--- config.mk ---
export PLATFORM = sky130hd
export DESIGN_NAME = modbus_register_access_engine
export DESIGN_NICKNAME = d
export VERILOG_FILES = /design/src/common/modbus_engine_pkg.sv /design/src/core/modbus_register_access_engine.sv
export VERILOG_INCLUDE_DIRS = /design/src /design/src/common
export SDC_FILE = /design/constraint.sdc
export NUM_CORES = 2
export LEC_CHECK = 0
export BUFFER_PORTS_ARGS = -buffer_cell sky130_fd_sc_hd__buf_2
export CORE_ASPECT_RATIO = 1.25
export CORE_MARGIN = 4
export CORE_UTILIZATION = 55
export DETAILED_ROUTE_END_ITERATION = 7
export GPL_ROUTABILITY_DRIVEN = 0
export PLACE_DENSITY_LB_ADDON = 0.05
export SYNTH_ARGS = -nofsm -noshare
export SYNTH_HDL_FRONTEND = slang
export SYNTH_SLANG_ARGS = --single-unit
--- constraint.sdc ---
create_clock -name ref_clk -period 6.3 [get_ports ref_clk]
set_input_delay 1.89 -clock ref_clk [delete_from_list [all_inputs] [get_ports ref_clk]]
set_output_delay 1.89 -clock ref_clk [all_outputs]
set_load 0.005 [all_outputs]
--- src/common/modbus_engine_defines.svh ---
// Constants of the Modbus register access engine: codes, limits, offsets.
// Assumes frames arrive as whole Modbus application frames, one byte a beat.
`ifndef MODBUS_ENGINE_DEFINES_SVH
`define MODBUS_ENGINE_DEFINES_SVH
`define MB_FC_RD_HOLD 8'h03
`define MB_FC_RD_INPUT 8'h04
`define MB_FC_WR_SINGLE 8'h06
`define MB_FC_WR_MULTI 8'h10
`define MB_FC_RD_WR 8'h17
`define MB_EXC_FLAG 8'h80
`define MB_EXC_FUNC 8'h01
`define MB_EXC_ADDR 8'h02
`define MB_EXC_COUNT 8'h03
`define MB_READ_MAX 16'h007C
`define MB_WRITE_MAX 16'h0020
`define MB_MODULE_BASE 16'h8000
`define MB_MODULE_LAST 17'h0807F
`define MB_MOTOR_LAST 17'h003FF
`define MB_PORT 16'h01F6
`define MB_STATUS_REG 9'h023
`define MB_FRAME_MAX 81
`define MB_MIN_FRAME 7'h08
`define MB_HEAD_RD 4'h9
`define MB_HEAD_WR 4'hC
`define MB_LEN_WR 8'h06
`define MB_LEN_EXC 8'h03
`define MB_LEN_RD_BASE 8'h03
`define MB_DATA_W10 7'h0D
`define MB_DATA_W17 7'h11
`endif

--- src/common/modbus_engine_pkg.sv ---
// Types shared by the Modbus register access engine and its bench.
// Assumes the constants header is on the include path.
package modbus_engine_pkg;
  typedef struct packed {
    logic valid;
    logic last;
    logic [7:0] data;
    logic [15:0] port;
  } rxByte_t;
  typedef struct packed {
    logic valid;
    logic last;
    logic [7:0] data;
  } txByte_t;
  typedef struct packed {
    logic valid;
    logic write;
    logic modSpace;
    logic [8:0] index;
    logic [31:0] data;
  } regReq_t;
  typedef enum logic [2:0] {
    S_IDLE, S_CHECK, S_WRITE, S_HEAD, S_READ, S_WORD, S_STATUS
  } state_t;
endpackage

--- src/core/modbus_register_access_engine.sv ---
// Modbus application frame interpreter mapping 16-bit protocol registers
// onto 32-bit motor and module registers. Assumes a transport stack that
// delivers one frame per burst with its destination port, and a register
// store that answers each request with a one-cycle acknowledge.
`timescale 1ns/1ps
`include "modbus_engine_defines.svh"
module modbus_register_access_engine
  import modbus_engine_pkg::*;
#(
  parameter int FRAME_MAX = `MB_FRAME_MAX
) (
  input wire logic ref_clk,
  input wire logic resetn,
  input wire rxByte_t rx,
  output logic rxReady,
  output txByte_t tx,
  input wire logic txReady,
  output regReq_t regReq,
  input wire logic regAck,
  input wire logic [31:0] regRdata,
  input wire logic clientConnected,
  output logic runGreen,
  output logic runOrange,
  output logic [31:0] motorStatus
);

  function automatic logic [15:0] be16(input logic [7:0] hi, input logic [7:0] lo);
    return {hi, lo};
  endfunction

  // Range of protocol addresses a .. a+n-1 must fall in one register space
  function automatic logic addrOk(input logic [15:0] a, input logic [15:0] n);
    logic [16:0] lastA;
    lastA = {1'b0, a} + {1'b0, n} - 17'h00001;
    if (a[15])
      return (a >= `MB_MODULE_BASE) && (lastA <= `MB_MODULE_LAST);
    else
      return lastA <= `MB_MOTOR_LAST;
  endfunction

  function automatic logic readCountBad(input logic [15:0] n);
    return (n == 16'h0000) || (n > `MB_READ_MAX) || (n[0] && n != 16'h0001);
  endfunction

  function automatic logic writeCountBad(input logic [15:0] n, input logic [7:0] bc);
    return (n == 16'h0000) || (n > `MB_WRITE_MAX) || n[0] || ({8'h00, bc} != (n << 1));
  endfunction

  // Low 16 bits go first, each half big-endian
  function automatic logic [7:0] wordByte(input logic [31:0] w, input logic [1:0] k);
    case (k)
      2'h0: return w[15:8];
      2'h1: return w[7:0];
      2'h2: return w[31:24];
      default: return w[23:16];
    endcase
  endfunction

  state_t st_q, st_d;
  logic [7:0] buf_q [FRAME_MAX];
  logic [7:0] buf_d [FRAME_MAX];
  logic [6:0] idx_q, idx_d;
  logic [3:0] hb_q, hb_d;
  logic [4:0] cnt_q, cnt_d;
  logic [4:0] wrLeft_q, wrLeft_d;
  logic [7:0] exc_q, exc_d;
  logic [15:0] rdAddr_q, rdAddr_d;
  logic [15:0] wrAddr_q, wrAddr_d;
  logic [7:0] remain_q, remain_d;
  logic [31:0] word_q, word_d;
  logic [1:0] wb_q, wb_d;
  logic [1:0] wbEnd_q, wbEnd_d;
  logic saw35_q, saw35_d;
  logic [15:0] pendHigh_q, pendHigh_d;
  logic rxReady_q, rxReady_d;
  txByte_t tx_q, tx_d;
  regReq_t req_q, req_d;
  logic runGreen_q, runGreen_d;
  logic runOrange_q, runOrange_d;
  logic [31:0] status_q, status_d;

  logic [7:0] fc;
  logic [15:0] rA, rN, wA, wN;
  logic [7:0] wBc;
  logic [7:0] head [12];
  logic [3:0] headLen;
  logic [6:0] wBase;
  logic [6:0] wPos;
  logic canLoad;

  assign fc = buf_q[7];
  assign rA = be16(buf_q[8], buf_q[9]);
  assign rN = be16(buf_q[10], buf_q[11]);
  // Combined request: read addr, read count, write addr, write count, byte count
  assign wA = (fc == `MB_FC_RD_WR) ? be16(buf_q[12], buf_q[13]) : rA;
  assign wN = (fc == `MB_FC_RD_WR) ? be16(buf_q[14], buf_q[15]) : rN;
  assign wBc = (fc == `MB_FC_RD_WR) ? buf_q[16] : buf_q[12];
  assign wBase = (fc == `MB_FC_RD_WR) ? `MB_DATA_W17 : `MB_DATA_W10;
  assign wPos = wBase + {cnt_q, 2'b00};
  assign canLoad = !tx_q.valid || txReady;

  always_comb begin
    for (int i = 0; i < 12; i++) begin
      head[i] = 8'h00;
    end
    head[0] = buf_q[0];
    head[1] = buf_q[1];
    head[6] = buf_q[6];
    head[7] = fc;
    if (exc_q != 8'h00) begin
      head[5] = `MB_LEN_EXC;
      head[7] = fc | `MB_EXC_FLAG;
      head[8] = exc_q;
      headLen = `MB_HEAD_RD;
    end else if (fc == `MB_FC_WR_SINGLE || fc == `MB_FC_WR_MULTI) begin
      head[5] = `MB_LEN_WR;
      for (int i = 8; i < 12; i++) begin
        head[i] = buf_q[i];
      end
      headLen = `MB_HEAD_WR;
    end else begin
      head[8] = 8'(rN << 1);
      head[5] = `MB_LEN_RD_BASE + 8'(rN << 1);
      headLen = `MB_HEAD_RD;
    end
  end

  always_comb begin
    st_d = st_q;
    buf_d = buf_q;
    idx_d = idx_q;
    hb_d = hb_q;
    cnt_d = cnt_q;
    wrLeft_d = wrLeft_q;
    exc_d = exc_q;
    rdAddr_d = rdAddr_q;
    wrAddr_d = wrAddr_q;
    remain_d = remain_q;
    word_d = word_q;
    wb_d = wb_q;
    wbEnd_d = wbEnd_q;
    saw35_d = saw35_q;
    pendHigh_d = pendHigh_q;
    rxReady_d = rxReady_q;
    tx_d = tx_q;
    req_d = req_q;
    status_d = status_q;
    runGreen_d = clientConnected;
    runOrange_d = !clientConnected;
    if (canLoad) begin
      tx_d.valid = 1'b0;
      tx_d.last = 1'b0;
    end
    if (req_q.valid && regAck) begin
      req_d.valid = 1'b0;
    end
    case (st_q)
      S_IDLE: begin
        rxReady_d = 1'b1;
        if (rx.valid && rxReady_q) begin
          if (int'(idx_q) < FRAME_MAX) begin
            buf_d[idx_q] = rx.data;
            idx_d = idx_q + 7'h01;
          end
          if (rx.last) begin
            idx_d = 7'h00;
            // Other ports, short frames and foreign protocols vanish silently
            if (rx.port == `MB_PORT && idx_q + 7'h01 >= `MB_MIN_FRAME
                && buf_q[2] == 8'h00 && buf_q[3] == 8'h00) begin
              rxReady_d = 1'b0;
              st_d = S_CHECK;
            end
          end
        end
      end
      S_CHECK: begin
        exc_d = 8'h00;
        remain_d = 8'h00;
        wrLeft_d = 5'h00;
        cnt_d = 5'h00;
        hb_d = 4'h0;
        saw35_d = 1'b0;
        rdAddr_d = rA;
        wrAddr_d = wA;
        case (fc)
          `MB_FC_RD_HOLD, `MB_FC_RD_INPUT, `MB_FC_RD_WR: begin
            if (readCountBad(rN))
              exc_d = `MB_EXC_COUNT;
            else if ((rA[0] && rN != 16'h0001) || !addrOk(rA, rN))
              exc_d = `MB_EXC_ADDR;
            else if (fc == `MB_FC_RD_WR && writeCountBad(wN, wBc))
              exc_d = `MB_EXC_COUNT;
            else if (fc == `MB_FC_RD_WR && (wA[0] || !addrOk(wA, wN)))
              exc_d = `MB_EXC_ADDR;
            remain_d = rN[7:0];
            wrLeft_d = (fc == `MB_FC_RD_WR) ? wN[5:1] : 5'h00;
          end
          `MB_FC_WR_MULTI: begin
            if (writeCountBad(wN, wBc))
              exc_d = `MB_EXC_COUNT;
            else if (wA[0] || !addrOk(wA, wN))
              exc_d = `MB_EXC_ADDR;
            wrLeft_d = wN[5:1];
          end
          `MB_FC_WR_SINGLE: begin
            if (!addrOk(rA, 16'h0001))
              exc_d = `MB_EXC_ADDR;
            wrLeft_d = 5'h01;
          end
          default: exc_d = `MB_EXC_FUNC;
        endcase
        st_d = S_WRITE;
      end
      S_WRITE: begin
        if (exc_q != 8'h00 || wrLeft_q == 5'h00) begin
          st_d = S_HEAD;
        end else if (fc == `MB_FC_WR_SINGLE && rA[0]) begin
          // High word waits for its low partner
          pendHigh_d = be16(buf_q[10], buf_q[11]);
          wrLeft_d = 5'h00;
        end else if (!req_q.valid) begin
          req_d.valid = 1'b1;
          req_d.write = 1'b1;
          req_d.modSpace = wrAddr_q[15];
          req_d.index = wrAddr_q[9:1];
          if (fc == `MB_FC_WR_SINGLE)
            req_d.data = {pendHigh_q, be16(buf_q[10], buf_q[11])};
          else
            req_d.data = {buf_q[wPos + 7'h02], buf_q[wPos + 7'h03],
                          buf_q[wPos], buf_q[wPos + 7'h01]};
        end else if (regAck) begin
          cnt_d = cnt_q + 5'h01;
          wrLeft_d = wrLeft_q - 5'h01;
          wrAddr_d = wrAddr_q + 16'h0002;
        end
      end
      S_HEAD: begin
        if (canLoad) begin
          if (hb_q < headLen) begin
            tx_d.valid = 1'b1;
            tx_d.data = head[hb_q];
            tx_d.last = (hb_q == headLen - 4'h1) && (exc_q != 8'h00 || remain_q == 8'h00
                        || fc == `MB_FC_WR_SINGLE || fc == `MB_FC_WR_MULTI);
            hb_d = hb_q + 4'h1;
          end else if (exc_q == 8'h00 && remain_q != 8'h00
                       && fc != `MB_FC_WR_SINGLE && fc != `MB_FC_WR_MULTI) begin
            st_d = S_READ;
          end else begin
            st_d = S_STATUS;
          end
        end
      end
      S_READ: begin
        // One store access per register, so latency scales with the count
        if (!req_q.valid) begin
          req_d.valid = 1'b1;
          req_d.write = 1'b0;
          req_d.modSpace = rdAddr_q[15];
          req_d.index = rdAddr_q[9:1];
        end else if (regAck) begin
          word_d = regRdata;
          if (!rdAddr_q[15] && rdAddr_q[9:1] == `MB_STATUS_REG) begin
            saw35_d = 1'b1;
            status_d = regRdata;
          end
          if (remain_q == 8'h01) begin
            wb_d = rdAddr_q[0] ? 2'h2 : 2'h0;
            wbEnd_d = rdAddr_q[0] ? 2'h3 : 2'h1;
            remain_d = 8'h00;
          end else begin
            wb_d = 2'h0;
            wbEnd_d = 2'h3;
            remain_d = remain_q - 8'h02;
          end
          rdAddr_d = rdAddr_q + 16'h0002;
          st_d = S_WORD;
        end
      end
      S_WORD: begin
        if (canLoad) begin
          tx_d.valid = 1'b1;
          tx_d.data = wordByte(word_q, wb_q);
          tx_d.last = (wb_q == wbEnd_q) && (remain_q == 8'h00);
          wb_d = wb_q + 2'h1;
          if (wb_q == wbEnd_q)
            st_d = (remain_q == 8'h00) ? S_STATUS : S_READ;
        end
      end
      S_STATUS: begin
        // Module accesses never reach the motor, so only motor status is topped up
        // Input stays closed until the last reply byte has left
        if (saw35_q && canLoad) begin
          st_d = S_IDLE;
        end else if (!req_q.valid) begin
          req_d.valid = 1'b1;
          req_d.write = 1'b0;
          req_d.modSpace = 1'b0;
          req_d.index = `MB_STATUS_REG;
        end else if (regAck) begin
          status_d = regRdata;
          saw35_d = 1'b1;
        end
      end
      default: st_d = S_IDLE;
    endcase
  end

  always_ff @(posedge ref_clk or negedge resetn) begin
    if (!resetn) begin
      st_q <= S_IDLE;
      for (int i = 0; i < FRAME_MAX; i++) begin
        buf_q[i] <= 8'h00;
      end
      idx_q <= 7'h00;
      hb_q <= 4'h0;
      cnt_q <= 5'h00;
      wrLeft_q <= 5'h00;
      exc_q <= 8'h00;
      rdAddr_q <= 16'h0000;
      wrAddr_q <= 16'h0000;
      remain_q <= 8'h00;
      word_q <= 32'h00000000;
      wb_q <= 2'h0;
      wbEnd_q <= 2'h0;
      saw35_q <= 1'b0;
      pendHigh_q <= 16'h0000;
      rxReady_q <= 1'b0;
      tx_q <= '0;
      req_q <= '0;
      runGreen_q <= 1'b0;
      runOrange_q <= 1'b0;
      status_q <= 32'h00000000;
    end else begin
      st_q <= st_d;
      buf_q <= buf_d;
      idx_q <= idx_d;
      hb_q <= hb_d;
      cnt_q <= cnt_d;
      wrLeft_q <= wrLeft_d;
      exc_q <= exc_d;
      rdAddr_q <= rdAddr_d;
      wrAddr_q <= wrAddr_d;
      remain_q <= remain_d;
      word_q <= word_d;
      wb_q <= wb_d;
      wbEnd_q <= wbEnd_d;
      saw35_q <= saw35_d;
      pendHigh_q <= pendHigh_d;
      rxReady_q <= rxReady_d;
      tx_q <= tx_d;
      req_q <= req_d;
      runGreen_q <= runGreen_d;
      runOrange_q <= runOrange_d;
      status_q <= status_d;
    end
  end

  assign rxReady = rxReady_q;
  assign tx = tx_q;
  assign regReq = req_q;
  assign runGreen = runGreen_q;
  assign runOrange = runOrange_q;
  assign motorStatus = status_q;

endmodule // modbus_register_access_engine

==> results.sh <==
export IMPL_reg2reg_depth=14
export IMPL_worstSkewPairLatency_ps=660
export IMPL_ys_seq_area_share_pct=49.0
export IMPL_setup_viol=0
export IMPL_rsz0062_at_grt="no"
export IMPL_worst_hold_slack_ps=480
export IMPL_cts_setup_buffers=0
export IMPL_synthFlopType="dfrtp_1"
export IMPL_rows=115
export IMPL_seqCellArea_mm2=0.0214
export IMPL_clkTransAtPathRegs_ps=60
export IMPL_initial_core_util_pct=55.4
export IMPL_yosysTopAreaCell="dfrtp_1"
export IMPL_syn_inst=3555
export IMPL_fp_coreArea_mm2=0.0787
export IMPL_first_global_vias=31600
export IMPL_numCtsBuffers=90
export IMPL_r2r_start="fc[3]"
export IMPL_status="finished, final reports clean"
export IMPL_grt_max_degree=103
export IMPL_fp_dieArea_mm2=0.0839
export IMPL_critPathCaptureType="register"
export IMPL_power_switching_mw=4.39
export IMPL_remaining_drc_errors=0
export IMPL_wire_per_inst_um=28.8
export IMPL_antenna_found_initial=3
export IMPL_grt_pass1_wl_mm=206
export IMPL_ant_nets=0
export IMPL_synthesis_nets=3696
export IMPL_synth_edf_count=0
export IMPL_vias=30500
export IMPL_slew_headroom_pct=19.5
export IMPL_dr_first_iter_drc_count=3019
export IMPL_drive_gt1_share_pct=34.3
export IMPL_final_area_mm2=0.0483
export IMPL_hold_path_startpoint="regReq[42]"
export IMPL_cts_root_buffer="clkbuf_16"
export IMPL_worstReg2RegEnd="regReq[27]"
export IMPL_startpoint_type="register"
export IMPL_rrSetupSlack_ps=1030
export IMPL_cts_hold_buf=0
export IMPL_io_buffers=151
export IMPL_fillers=6302
export IMPL_intPower_mw=10.0
export IMPL_drt_wl_total_mm=136
export IMPL_final_cells=4736
export IMPL_multi_input_area_mm2=0.0209
export IMPL_hpwl_mm=95.3
export IMPL_area_delta_synth_final_pct=10.8
export IMPL_synthTopCellsByArea="dfrtp_1, mux2_2, mux4_2"
export IMPL_cts_resized_gates=0
export IMPL_hold_path_depth=2
export IMPL_min_path_type="register to register"
export IMPL_peakVddDrop_v=0.000241
export IMPL_fin_crit_sh_pct=83.6
export IMPL_avgSynthCellArea_um2=12.3
export IMPL_combinationalPowerShare_pct=17.8
export IMPL_crit_type="register to register"
export IMPL_ys_types=89
export IMPL_fmax_mhz=190
export IMPL_arrival_ps=5850
export IMPL_htree_levels=3
export IMPL_finalPower_mw=14.4
export IMPL_dp_cells=4575
export IMPL_p_leak_nw=23.0
export IMPL_netlist_area_leader_share_pct=49.0
export IMPL_dp_worst_setup_slack_ps=1030
export IMPL_worst_slack_ps=1030
export IMPL_synth_seq_cells=855
export IMPL_synthArstFlopShare_pct=100
export IMPL_firstDrtPassIters=6
export IMPL_place_area_mm2=0.0454
export IMPL_clkPwrFrac_pct=37.1
export IMPL_ioPinCount=152
export IMPL_cap_violations=0
export IMPL_clock_path_buffers=3
export IMPL_ys_warn_count=0
export IMPL_required_ps=6880
export IMPL_hold_path_end="regReq[42]"
export IMPL_track_usage_pct=32.7
export IMPL_final_util_pct=61.4
export IMPL_clkSinkCount=855
export IMPL_seqPwrFrac_pct=45.1
export IMPL_fin_crit_ps=5270
export IMPL_finalClockSkew_ps=28.7
export IMPL_cts_tree="yes"
export IMPL_worst_pin_slew_ps=1210
export IMPL_p_per_area_mw_per_mm2=298
export IMPL_die_h_um=323
export IMPL_swShare_pct=30.5
export IMPL_cp_max_fo=72
export IMPL_overflow=0
export IMPL_die_w_um=260
export IMPL_drv_slew=0
export IMPL_vias_per_cell=6.45
export IMPL_netlist_area_mm2=0.0436
export IMPL_hold_violations=0
export IMPL_tns_ps=0
export IMPL_final_net_count=3755
final cells by class:
class,count,area share (%)
Timing Repair Buffer,209,2.72
Antenna cell,1,0.00518
Sequential cell,855,44.3
Clock inverter,22,0.539
Clock buffer,138,5.54
Tap cell,1053,2.73
Inverter,113,0.878
Multi-Input combinational cell,2345,43.3
placed cells by master (no fill, tap or decap), types with 8 or more instances in the layout:
| master | count |
|---|---|
| nand4_1 | 8 |
| o221ai_1 | 15 |
| clkinv_2 | 9 |
| nand3b_1 | 9 |
| dfrtp_1 | 855 |
| nand3_1 | 53 |
| o21ai_0 | 158 |
| buf_2 | 150 |
| mux2i_1 | 64 |
| inv_1 | 113 |
| and3_1 | 28 |
| or3_1 | 12 |
| o22ai_1 | 20 |
| a22oi_1 | 12 |
| xor2_1 | 21 |
| clkbuf_16 | 92 |
| clkbuf_8 | 20 |
| nor2b_1 | 60 |
| nor2_1 | 173 |
| nor4_1 | 19 |
| buf_12 | 9 |
| and2_1 | 15 |
| xnor2_1 | 22 |
| a211oi_1 | 60 |
| mux2_2 | 707 |
| a21oi_1 | 139 |
| a222oi_1 | 16 |
| a221o_1 | 8 |
| nand2b_1 | 17 |
| nor2_2 | 8 |
| nand2_1 | 229 |
| buf_4 | 49 |
| a21o_1 | 10 |
| mux4_2 | 162 |
| ha_1 | 73 |
| nor3_1 | 54 |
| clkbuf_1 | 26 |
| o21ai_1 | 22 |
flip-flops by register name, indices dropped and copies added, names as in the netlist, 3 cells and up:
register / count
st_q: 3
motorStatus: 32
wrAddr_q: 15
cnt_q: 5
word_q: 32
tx: 10
regReq: 44
rdAddr_q: 16
pendHigh_q: 16
wrLeft_q: 5
idx_q: 7
hb_q: 4
fc: 8
buf_q: 640
remain_q: 8
synth_stat cells (22+ instances only):
cell,n
dfrtp_1,855
o21ai_0,158
mux4_2,162
inv_1,113
mux2_2,707
a21oi_1,139
clkbuf_1,178
o21ai_1,22
xnor2_1,22
nor2b_1,60
and3_1,28
nand2_1,229
nor2_1,174
buf_2,32
nand3_1,53
ha_1,76
nor3_1,58
buf_1,27
mux2i_1,64
a211oi_1,60
logic make-up (layout without fill, tap and decap cells):
family,Yosys count,after routing,synth area share (%)
adders and majority gates,78,78,2.27
and+or+nand+nor,737,737,8.21
muxes,934,934,28.1
buffers and inverters,355,482,3.20
xor gates and xnor gates,48,48,1.15
DFF,855,855,49.0
other,0,1,0
AOI/OAI and AO/OA,548,548,8.02
metal layers:
metal | wire [um] | global-route usage [%] | up-vias
met1 | 52900 | 42.1 | 15800
met5 | 0 | 0 | -
met3 | 9180 | 5.43 | 381
li1 | - | - | 13100
met2 | 64500 | 52.6 | 1238
met4 | 9690 | 19.2 | 0
power groups by stage:
stage / Clock [mW] / Sequential, mW / Combinational, mW
6_report: 5.35 / 6.50 / 2.56
4_1_cts: 5.42 / 6.49 / 2.55
5_1_grt: 5.64 / 6.54 / 2.78
3_3_place_gp: 0 / 6.57 / 2.49
2_1_floorplan: 0 / 6.31 / 1.59
3_5_place_dp: 0 / 6.59 / 2.54
worst max path at each step:
stage	start	slack [ps]	cells past startpoint	endpoint
floorplan	fc[3]	1590	17	regReq[17]
global placement	fc[3]	1110	14	regReq[27]
detailed placement	fc[3]	1030	14	regReq[27]
CTS	fc[3]	990	14	regReq[27]
global route	fc[3]	780	13	regReq[27]
finish	fc[3]	1030	14	regReq[27]
critical path: stages (launching register included):
cell,delay (ps)
dfrtp_1,410
or4_1,790
nor2_8,440
inv_1,140
ha_4,210
ha_4,180
or3_1,310
a22oi_1,410
nor2_4,170
buf_4,430
nor2b_1,380
a211oi_1,90
a211oi_1,860
nor3_1,90
o21ai_0,210
No activity file was read; power rests on OpenSTA's default activity.
